## src/cfg_pkg.sv

```systemverilog
/*
 * Constants shared by the configuration store and GPIO function mux.
 * Assumes APB with 32-bit data; every register sits in one aligned word.
 */
`default_nettype none
package cfg_pkg;

    // Configuration bank geometry
    localparam int          CFG_NUM_REGS   = 253;
    localparam logic [7:0]  CFG_LAST_IDX   = 8'hfc;
    localparam logic [7:0]  CFG_DEFAULT    = 8'h00;
    localparam int          CFG_NUM_GPIO   = 4;

    // Word indices; byte address is four times the index
    localparam logic [7:0]  IDX_GPIO0_CFG  = 8'h00;
    localparam logic [7:0]  IDX_DPLL_CTRL  = 8'h10;
    localparam logic [7:0]  IDX_SYNTH_STOP = 8'h11;
    localparam logic [7:0]  IDX_DIFF_EN    = 8'h12;
    localparam logic [7:0]  IDX_IRQ_STATUS = 8'hfe;
    localparam logic [7:0]  IDX_IRQ_MASK   = 8'hff;

    // Field positions
    localparam int          DPLL_TIE_CLR_BIT = 0;
    localparam int          GPIO_STATUS_BIT  = 7;

    // GPIO function codes
    localparam logic [7:0]  CODE_IRQ_OUT   = 8'h80;
    localparam logic [6:0]  CODE_TIE_CLR   = 7'h20;

    // Internal function vector layout
    localparam int          FN_LOS         = 0;
    localparam int          FN_TIE         = 4;
    localparam int          FN_STOP        = 5;
    localparam int          FN_DIFF        = 13;
    localparam int          FN_COUNT       = 21;

    // Interrupt status bits: loss-of-signal rise per reference, load done
    localparam int          IRQ_LOAD_BIT   = 4;
    localparam int          IRQ_WIDTH      = 5;
    localparam logic [4:0]  IRQ_RESET      = 5'h00;

    // Loader start-up wait, covers the strap synchroniser
    localparam logic [1:0]  LD_WAIT_CYCLES = 2'h3;

endpackage
`default_nettype wire
```

## src/cfg_load_if.sv

```systemverilog
/*
 * Write path from the power-up loader into the configuration bank.
 * Assumes both ends run on the same clock.
 */
`timescale 1ns/100ps
`default_nettype none
interface cfg_load_if;
    logic       wrEn;
    logic [7:0] wrAddr;
    logic [7:0] wrData;
    logic       busy;

    modport loader (output wrEn, output wrAddr, output wrData,
                    output busy);
    modport store  (input wrEn, input wrAddr, input wrData, input busy);
endinterface
`default_nettype wire

```

## src/cfg_gpio_mux.sv

```systemverilog
/*
 * Configuration store with APB access and GPIO control-function mux.
 * Assumes an APB master on clk, GPIO pins asynchronous to clk, and an
 * OTP macro with one-cycle read latency behind the loader.
 */
`timescale 1ns/100ps
`default_nettype none
module cfg_gpio_mux (
    input  wire logic                      clk,
    input  wire logic                      rst_n,
    input  wire logic                      psel,
    input  wire logic                      penable,
    input  wire logic                      pwrite,
    input  wire logic [11:0]               paddr,
    input  wire logic [31:0]               pwdata,
    output logic [31:0]                    prdata,
    output logic                           pready,
    output logic                           pslverr,
    input  wire logic                      otpStrap,
    input  wire logic [7:0]                otpData,
    output logic                           otpRdEn,
    output logic [7:0]                     otpAddr,
    input  wire logic [3:0]                gpioIn,
    output logic [3:0]                     gpioOut,
    output logic [3:0]                     gpioOe_n,
    output logic [3:0]                     lossOfSignal,
    output logic                           tieClearEn,
    output logic [7:0]                     synthStop,
    output logic [7:0]                     diffOutEn,
    output logic                           cfgReady,
    output logic                           irq
);

    // One-hot internal function driven by a control code
    function automatic logic [20:0] funcOneHot(input logic [6:0] code);
        logic [20:0] oh;
        oh = '0;
        if (code[6:4] == 3'h1 && code[1:0] == 2'h0) begin
            oh[cfg_pkg::FN_LOS + int'(code[3:2])] = 1'b1;
        end
        else if (code == cfg_pkg::CODE_TIE_CLR) begin
            oh[cfg_pkg::FN_TIE] = 1'b1;
        end
        else if (code[6:4] == 3'h4 && code[2]) begin
            oh[cfg_pkg::FN_STOP + int'({code[3], code[1:0]})] = 1'b1;
        end
        else if (code[6:4] == 3'h6 && !code[0]) begin
            oh[cfg_pkg::FN_DIFF + int'(code[3:1])] = 1'b1;
        end
        return oh;
    endfunction

    cfg_load_if ldBus ();

    logic [7:0]  cfgMem [0:cfg_pkg::CFG_NUM_REGS-1];
    logic [3:0]  gpioMeta;
    logic [3:0]  gpioSync;
    logic [20:0] pinFunc [0:cfg_pkg::CFG_NUM_GPIO-1];
    logic [20:0] funcAny;
    logic [3:0]  losPrev;
    logic        busyPrev;
    logic [4:0]  irqStatus;
    logic [4:0]  irqMask;
    logic [4:0]  irqSet;
    logic        ack;
    logic [7:0]  rdByte;
    logic        irqLine;

    wire logic [7:0] regIdx     = paddr[9:2];
    wire logic       inBank     = regIdx <= cfg_pkg::CFG_LAST_IDX;
    wire logic       isStatus   = regIdx == cfg_pkg::IDX_IRQ_STATUS;
    wire logic       isMask     = regIdx == cfg_pkg::IDX_IRQ_MASK;
    wire logic       aligned    = paddr[11:10] == 2'h0 &&
                                  paddr[1:0] == 2'h0;
    wire logic       mapped     = aligned && (inBank || isStatus ||
                                  isMask);
    wire logic       access     = psel && penable;
    wire logic       doWrite    = ack && pwrite && mapped;
    wire logic       loading    = ldBus.busy;
    wire logic [7:0] dpllCtl    = cfgMem[cfg_pkg::IDX_DPLL_CTRL];
    wire logic [7:0] stopReg    = cfgMem[cfg_pkg::IDX_SYNTH_STOP];
    wire logic [7:0] diffReg    = cfgMem[cfg_pkg::IDX_DIFF_EN];
    wire logic [4:0] irqPending = irqStatus & irqMask;

    cfg_otp_loader u_loader (
        .clk      (clk),
        .rst_n    (rst_n),
        .otpStrap (otpStrap),
        .otpData  (otpData),
        .otpRdEn  (otpRdEn),
        .otpAddr  (otpAddr),
        .ld       (ldBus.loader)
    );

    always_ff @(posedge clk or negedge rst_n) begin
        if (!rst_n) begin
            gpioMeta <= 4'h0;
            gpioSync <= 4'h0;
        end else begin
            gpioMeta <= gpioIn;
            gpioSync <= gpioMeta;
        end
    end

    genvar p;
    generate
        for (p = 0; p < cfg_pkg::CFG_NUM_GPIO; p++) begin : g_pin
            wire logic [7:0] pinCfg =
                cfgMem[cfg_pkg::IDX_GPIO0_CFG + 8'(p)];
            wire logic ctrlMode =
                !loading && !pinCfg[cfg_pkg::GPIO_STATUS_BIT];
            // Drive only once cfgReady is up, so no pin turns early
            wire logic irqMode =
                cfgReady && pinCfg == cfg_pkg::CODE_IRQ_OUT;
            assign pinFunc[p] = ctrlMode ?
                (funcOneHot(pinCfg[6:0]) & {21{gpioSync[p]}}) : '0;
            assign gpioOut[p]  = irqMode && irqLine;
            assign gpioOe_n[p] = !irqMode;
        end
    endgenerate

    // Several pins may carry one function; any of them asserts it
    always_comb begin
        funcAny = '0;
        for (int i = 0; i < cfg_pkg::CFG_NUM_GPIO; i++) begin
            funcAny = funcAny | pinFunc[i];
        end
    end

    // Function outputs registered; held idle until the load completes
    always_ff @(posedge clk or negedge rst_n) begin
        if (!rst_n) begin
            lossOfSignal <= 4'h0;
            tieClearEn   <= 1'b0;
            synthStop    <= 8'h00;
            diffOutEn    <= 8'h00;
        end else if (loading) begin
            lossOfSignal <= 4'h0;
            tieClearEn   <= 1'b0;
            synthStop    <= 8'h00;
            diffOutEn    <= 8'h00;
        end else begin
            lossOfSignal <= funcAny[cfg_pkg::FN_LOS +: 4];
            tieClearEn   <= funcAny[cfg_pkg::FN_TIE] |
                            dpllCtl[cfg_pkg::DPLL_TIE_CLR_BIT];
            synthStop    <= funcAny[cfg_pkg::FN_STOP +: 8] | stopReg;
            diffOutEn    <= funcAny[cfg_pkg::FN_DIFF +: 8] | diffReg;
        end
    end

    always_ff @(posedge clk) begin
        if (ldBus.wrEn) begin
            cfgMem[ldBus.wrAddr] <= ldBus.wrData;
        end else if (doWrite && inBank) begin
            cfgMem[regIdx] <= pwdata[7:0];
        end
    end

    // Event sources for the sticky flags
    always_ff @(posedge clk or negedge rst_n) begin
        if (!rst_n) begin
            losPrev  <= 4'h0;
            busyPrev <= 1'b1;
        end else begin
            losPrev  <= lossOfSignal;
            busyPrev <= loading;
        end
    end

    assign irqSet = {busyPrev && !loading, lossOfSignal & ~losPrev};

    // Set wins over a same-cycle write-one-to-clear
    always_ff @(posedge clk or negedge rst_n) begin
        if (!rst_n) begin
            irqStatus <= cfg_pkg::IRQ_RESET;
            irqMask   <= cfg_pkg::IRQ_RESET;
        end else begin
            if (doWrite && isStatus) begin
                irqStatus <= (irqStatus & ~pwdata[4:0]) | irqSet;
            end else begin
                irqStatus <= irqStatus | irqSet;
            end
            if (doWrite && isMask) begin
                irqMask <= pwdata[4:0];
            end
        end
    end

    always_ff @(posedge clk or negedge rst_n) begin
        if (!rst_n) begin
            irqLine  <= 1'b0;
            cfgReady <= 1'b0;
        end else begin
            irqLine  <= |irqPending;
            cfgReady <= !loading;
        end
    end

    assign irq = irqLine;

    // Read mux; out-of-bank indices never touch the array
    always_comb begin
        rdByte = 8'h00;
        if (aligned && inBank) begin
            rdByte = cfgMem[regIdx];
        end else if (aligned && isStatus) begin
            rdByte = {3'h0, irqStatus};
        end else if (aligned && isMask) begin
            rdByte = {3'h0, irqMask};
        end
    end

    // One wait state; the bus stalls while the power-up load runs
    always_ff @(posedge clk or negedge rst_n) begin
        if (!rst_n) begin
            ack    <= 1'b0;
            prdata <= 32'h00000000;
        end else begin
            ack <= access && !ack && !loading;
            if (access && !ack && !loading && !pwrite) begin
                prdata <= {24'h000000, rdByte};
            end
        end
    end

    assign pready  = ack;
    assign pslverr = ack && !mapped;

endmodule
`default_nettype wire

```

## src/cfg_otp_loader.sv

```systemverilog
/*
 * Power-up loader: walks the whole bank once after reset and writes
 * either the one-time-programmable contents or the built-in default.
 * Assumes the OTP macro returns data one clock after a read strobe.
 */
`timescale 1ns/100ps
`default_nettype none
module cfg_otp_loader (
    input  wire logic       clk,
    input  wire logic       rst_n,
    input  wire logic       otpStrap,
    input  wire logic [7:0] otpData,
    output logic            otpRdEn,
    output logic [7:0]      otpAddr,
    cfg_load_if.loader      ld
);
    typedef enum logic [1:0] {LD_WAIT, LD_READ, LD_DONE} cfg_ld_state_t;

    cfg_ld_state_t state;
    logic [1:0]    waitCnt;
    logic          strapMeta;
    logic          strapSync;
    logic          useOtp;
    logic          wrPend;
    logic [7:0]    wrAddrQ;
    logic          lastAddr;

    assign lastAddr  = (otpAddr == cfg_pkg::CFG_LAST_IDX);
    assign otpRdEn   = (state == LD_READ);
    assign ld.wrEn   = wrPend;
    assign ld.wrAddr = wrAddrQ;
    assign ld.wrData = useOtp ? otpData : cfg_pkg::CFG_DEFAULT;
    assign ld.busy   = (state != LD_DONE) || wrPend;

    always_ff @(posedge clk or negedge rst_n) begin
        if (!rst_n) begin
            strapMeta <= 1'b0;
            strapSync <= 1'b0;
        end else begin
            strapMeta <= otpStrap;
            strapSync <= strapMeta;
        end
    end

    always_ff @(posedge clk or negedge rst_n) begin
        if (!rst_n) begin
            state   <= LD_WAIT;
            waitCnt <= 2'h0;
            useOtp  <= 1'b0;
            otpAddr <= 8'h00;
        end else begin
            unique case (state)
                LD_WAIT: begin
                    waitCnt <= waitCnt + 2'h1;
                    if (waitCnt == cfg_pkg::LD_WAIT_CYCLES) begin
                        useOtp <= strapSync;
                        state  <= LD_READ;
                    end
                end
                LD_READ: begin
                    if (lastAddr) begin
                        state <= LD_DONE;
                    end else begin
                        otpAddr <= otpAddr + 8'h01;
                    end
                end
                LD_DONE: begin
                    state <= LD_DONE;
                end
            endcase
        end
    end

    always_ff @(posedge clk or negedge rst_n) begin
        if (!rst_n) begin
            wrPend  <= 1'b0;
            wrAddrQ <= 8'h00;
        end else begin
            wrPend  <= otpRdEn;
            wrAddrQ <= otpAddr;
        end
    end
endmodule
`default_nettype wire

```

## config.mk

```make
export PLATFORM = sky130hd
export DESIGN_NAME = cfg_gpio_mux
export DESIGN_NICKNAME = d
export VERILOG_FILES = /design/src/cfg_pkg.sv /design/src/cfg_load_if.sv /design/src/cfg_gpio_mux.sv /design/src/cfg_otp_loader.sv
export SDC_FILE = /design/constraint.sdc
export NUM_CORES = 2
export LEC_CHECK = 0
export ABC_AREA = 1
export BUFFER_PORTS_ARGS = -buffer_cell sky130_fd_sc_hd__buf_2
export CAP_MARGIN = 20
export CORE_MARGIN = 3
export CORE_UTILIZATION = 50
export DETAILED_ROUTE_END_ITERATION = 7
export PLACE_DENSITY = 0.66
export SLEW_MARGIN = 30
export SYNTH_ARGS = -nofsm -noshare
export SYNTH_HDL_FRONTEND = slang
export SYNTH_SLANG_ARGS = --single-unit
```

## constraint.sdc

```tcl
create_clock -name clk -period 17.8 [get_ports clk]
set_input_delay 3.56 -clock clk [delete_from_list [all_inputs] [get_ports clk]]
set_output_delay 3.56 -clock clk [all_outputs]
set_load 0.005 [all_outputs]
```

==> flow_summary_export.csv <==
group,metric,value,unit
die,floorplan.initialDensity,50.4,%
final_layout,area_taken_by_multi_input_logic_gates,21500,um2
detailed_routing,vias_per_cell,5.69,
global_routing,grt_max_degree,189,
synth,synth_top_cell_area_share,69.1,%
synth,commonest_cells_post_synth,"edfxtp_1 (2048), nand2_1 (1864), nor2_1 (1206)",
timing,unrepaired_setup_endpoints_after_global_routing,"no",
worst_setup_path,critical_path_required,14240,ps
synth,synth_compound_area_share,4.31,%
cts,cts.sink_count,2127,
global_routing,antenna_found_initial,3,
final_layout,finalNonFillerCells,10400,
cts,cts.htree.levels,4,
die,core_region_area,176000,um2
power,power_leakage,0.0366,uW
cts,clkSlewWorstSetupHoldPaths,60,ps
detailed_routing,drt-wirelength-per-cell,23.4,um
final_layout,areaGrowthSynthToFinish,10.1,%
global_routing,grt_usage,26.2,%
synth,register_bit_total_from_synthesis,2127,
cts,ctsResizeCount,0,
worst_setup_path,worst_setup_path_start_kind,"input port",
synth,yosys.cell_count.top_type,"edfxtp_1",
timing,clock.fmax,105,MHz
timing,finClkSkew,23.3,ps
synth,postSynthAreaPerCell,11.2,um2
synth,synth_largest_area_cell,"edfxtp_1",
detailed_routing,detail_route.wirelength,243000,um
detailed_routing,detailroute.via_count,59100,
die,floorplan.rows,154,
die,floorplan.die_area,183000,um2
placement,dp_cells,9995,
detailed_routing,post-route-drc-count,0,
synth,yosys.area_share.xor_xnor,0.0984,%
global_routing,first_global_vias,56400,
placement,place.gp.congestion,0.915,
synth,synth-seq-area-share,71.3,%
timing,final-max-slew-violation-count,0,
worst_setup_path,end_kind,"output pin",
timing,timing.final.hold_violations,0,
cts,number_of_buffers_on_the_longest_clock_path,3,
cts,postCtsSetupRepairBufs,0,
timing,layout_worst_path_cycle_share,53.5,%
global_routing,global_route_wire_length_before_repair,361000,um
synth,number_of_flops_mapped_to_enable_cells_by_yosys,2048,
synth,async_flop_share,3.71,%
detailed_routing,number_of_routed_nets_with_antenna_violations,0,
worst_setup_path,worstPathMaxFanout,33,
timing,tns,0,ps
die,floorplan.die.width,428,um
final_layout,finalNetCount,7943,
timing,timing_worst_slew_pin_value,1020,ps
synth,post_synth_main_area_contributors,"edfxtp_1 (69%), nand2_1 (7.9%), nor2_1 (5.1%), nand3_1 (2.9%), inv_1 (2.5%)",
synth,mappedNetlistArea,89000,um2
synth,yosysWarningCount,0,
final_layout,num-fill-cells,14600,
synth,postSynthCellCount,7927,
detailed_routing,drt_pre_antenna_iters,7,
worst_setup_path,setup.worst_path.class,"in2out",
timing,slew_headroom,32.2,%
worst_setup_path,worst-endpoint-arrival,5960,ps
final_layout,seqCellArea,63500,um2
global_routing,overflow,0,
synth,post_synth_num_cell_types,54,
synth,synth.area.mux_share,0.0127,%
cts,number_of_buffers_added_by_the_clock_tree_synthesis_step,208,
die,io-pin-count,136,
placement,total_half_perimeter_wirelength_after_legalization_and_detailed_placement,137000,um
power,finalPower,10300,uW
synth,postSynth.topFlopCell,"edfxtp_1",
timing,post-route-min-period,9520,ps
synth,synth_top_family_by_area,"simple AND/OR/NAND/NOR gates",
power,ir_drop,0.105,mV
run_status,run_status,"finished clean",
final_layout,layout-drive-gt1-share,7.74,%
synth,post_synth_fa_ha_maj_area_fraction,0.197,%
cts,clock_tree_from_tritoncts,"built",
flow_run,timing.max_cap.violations,0,
timing,final.setup.worst_slack,8280,ps
power,p_per_area,105,nW/um2
placement,port_buffers,87,
cts,cts_hold_buffers,0,
synth,synth-simple-area-share,19.3,%
die,die_h,428,um
detailed_routing,drt-initial-drc-count,6624,
hold_path,worst_hold_class,"reg2reg",
cts,clockRootBuffer,"clkbuf_16",
timing,setup_viol,0,
cts,clock_latency_of_the_later_clocked_register_in_the_worst_skew_pair,840,ps
placement,dp_worst_setup_slack,8350,ps
-- placed cells by master (no fill, tap or decap), types with 14 or more instances in the layout --
| cell type | count |
|---|---|
| clkinv_2 | 32 |
| nand2_1 | 1857 |
| clkbuf_1 | 56 |
| nor2_2 | 42 |
| o211ai_1 | 83 |
| or2_2 | 59 |
| nand4_1 | 294 |
| nor2_1 | 1205 |
| clkinv_1 | 47 |
| nor3_1 | 17 |
| edfxtp_1 | 2048 |
| conb_1 | 24 |
| a31oi_1 | 17 |
| ha_1 | 14 |
| buf_4 | 64 |
| buf_2 | 82 |
| bufinv_16 | 16 |
| nand3_4 | 16 |
| clkbuf_16 | 212 |
| a21oi_1 | 268 |
| o21ai_0 | 247 |
| dfrtp_1 | 78 |
| inv_1 | 583 |
| nand3_1 | 509 |
-- through the flow --
step / cell area [um2] / hold slack [ps] / util (%)
4_1_cts: 97900 / 349 / 55.5
3_5_place_dp: 91400 / 339 / 51.8
5_1_grt: 98000 / 363 / 55.5
2_1_floorplan: 89100 / 331 / -
3_3_place_gp: 91300 / 337 / 51.7
6_report: 98000 / 346 / 55.5
-- flip-flops by register name (all words and copies together) (netlist names), 2 cells and up --
register	cells
gpioSync	4
prdata	8
u_loader.otpAddr	8
u_loader.waitCnt	2
gpioMeta	4
lossOfSignal	4
losPrev	4
diffOutEn	8
synthStop	8
irqMask	5
irqStatus	5
u_loader.state	2
cfgMem	2048
u_loader.ld.wrAddr	8
-- routing by layer --
metal | vias up | global-route usage (%) | wire length (um)
li1 | 27000 | - | -
met4 | 0 | 9.96 | 9030
met3 | 458 | 5.08 | 23500
met5 | - | 0 | 0
met1 | 28800 | 36.6 | 98900
met2 | 2826 | 41.0 | 112000
-- cell type report --
class	instances	area share, %
Antenna cell	4	0.0102
Clock buffer	273	5.70
Clock inverter	108	1.02
Inverter	597	2.32
Multi-Input combinational cell	4769	21.9
Sequential cell	2127	64.8
Tap cell	2340	2.99
Timing Repair Buffer	164	1.26
-- worst paths after layout --
kind | from | end | slack (ps) | cells past startpoint
max in group asynchronous | rst_n | u_loader.ld.wrAddr[1]$_DFF_PN0_ | 14560 | 2
worst max-delay path | paddr[6] | pslverr | 8280 | 6
worst min register to register | gpioMeta[3]$_DFF_PN0_ | gpioSync[3]$_DFF_PN0_ | 350 | 0
min in group asynchronous | rst_n | gpioMeta[3]$_DFF_PN0_ | 2660 | 1
worst max register to register | pready$_DFF_PN0_ | cfgMem[1][4]$_DFFE_PP_ | 13820 | 8
worst min-delay path | gpioMeta[3]$_DFF_PN0_ | gpioSync[3]$_DFF_PN0_ | 350 | 0
-- critical path: stages --
cell and delay [ps]:
buf_4 360, inv_2 480, nor3_2 760, nand4_1 390, a21oi_1 220, buf_2 120
-- cells by family (layout without fill, tap and decap cells) --
| logic type | count (synthesis) | after routing |
|---|---|---|
| compound gates | 684 | 684 |
| xor+xnor | 10 | 10 |
| fa+ha+maj | 14 | 14 |
| buf+inv | 1054 | 1142 |
| flops | 2127 | 2127 |
| mux | 1 | 1 |
| other cells | 1 | 28 |
| simple gates | 4036 | 4036 |
-- report_power, final --
part	internal (uW)	switching, uW	leakage (uW)
combinational	116	418	0.0117
sequential	5490	1.06	0.0217
clock	2430	1850	0.00321
total	8040	2270	0.0366
(Power assumes the default switching activity.)
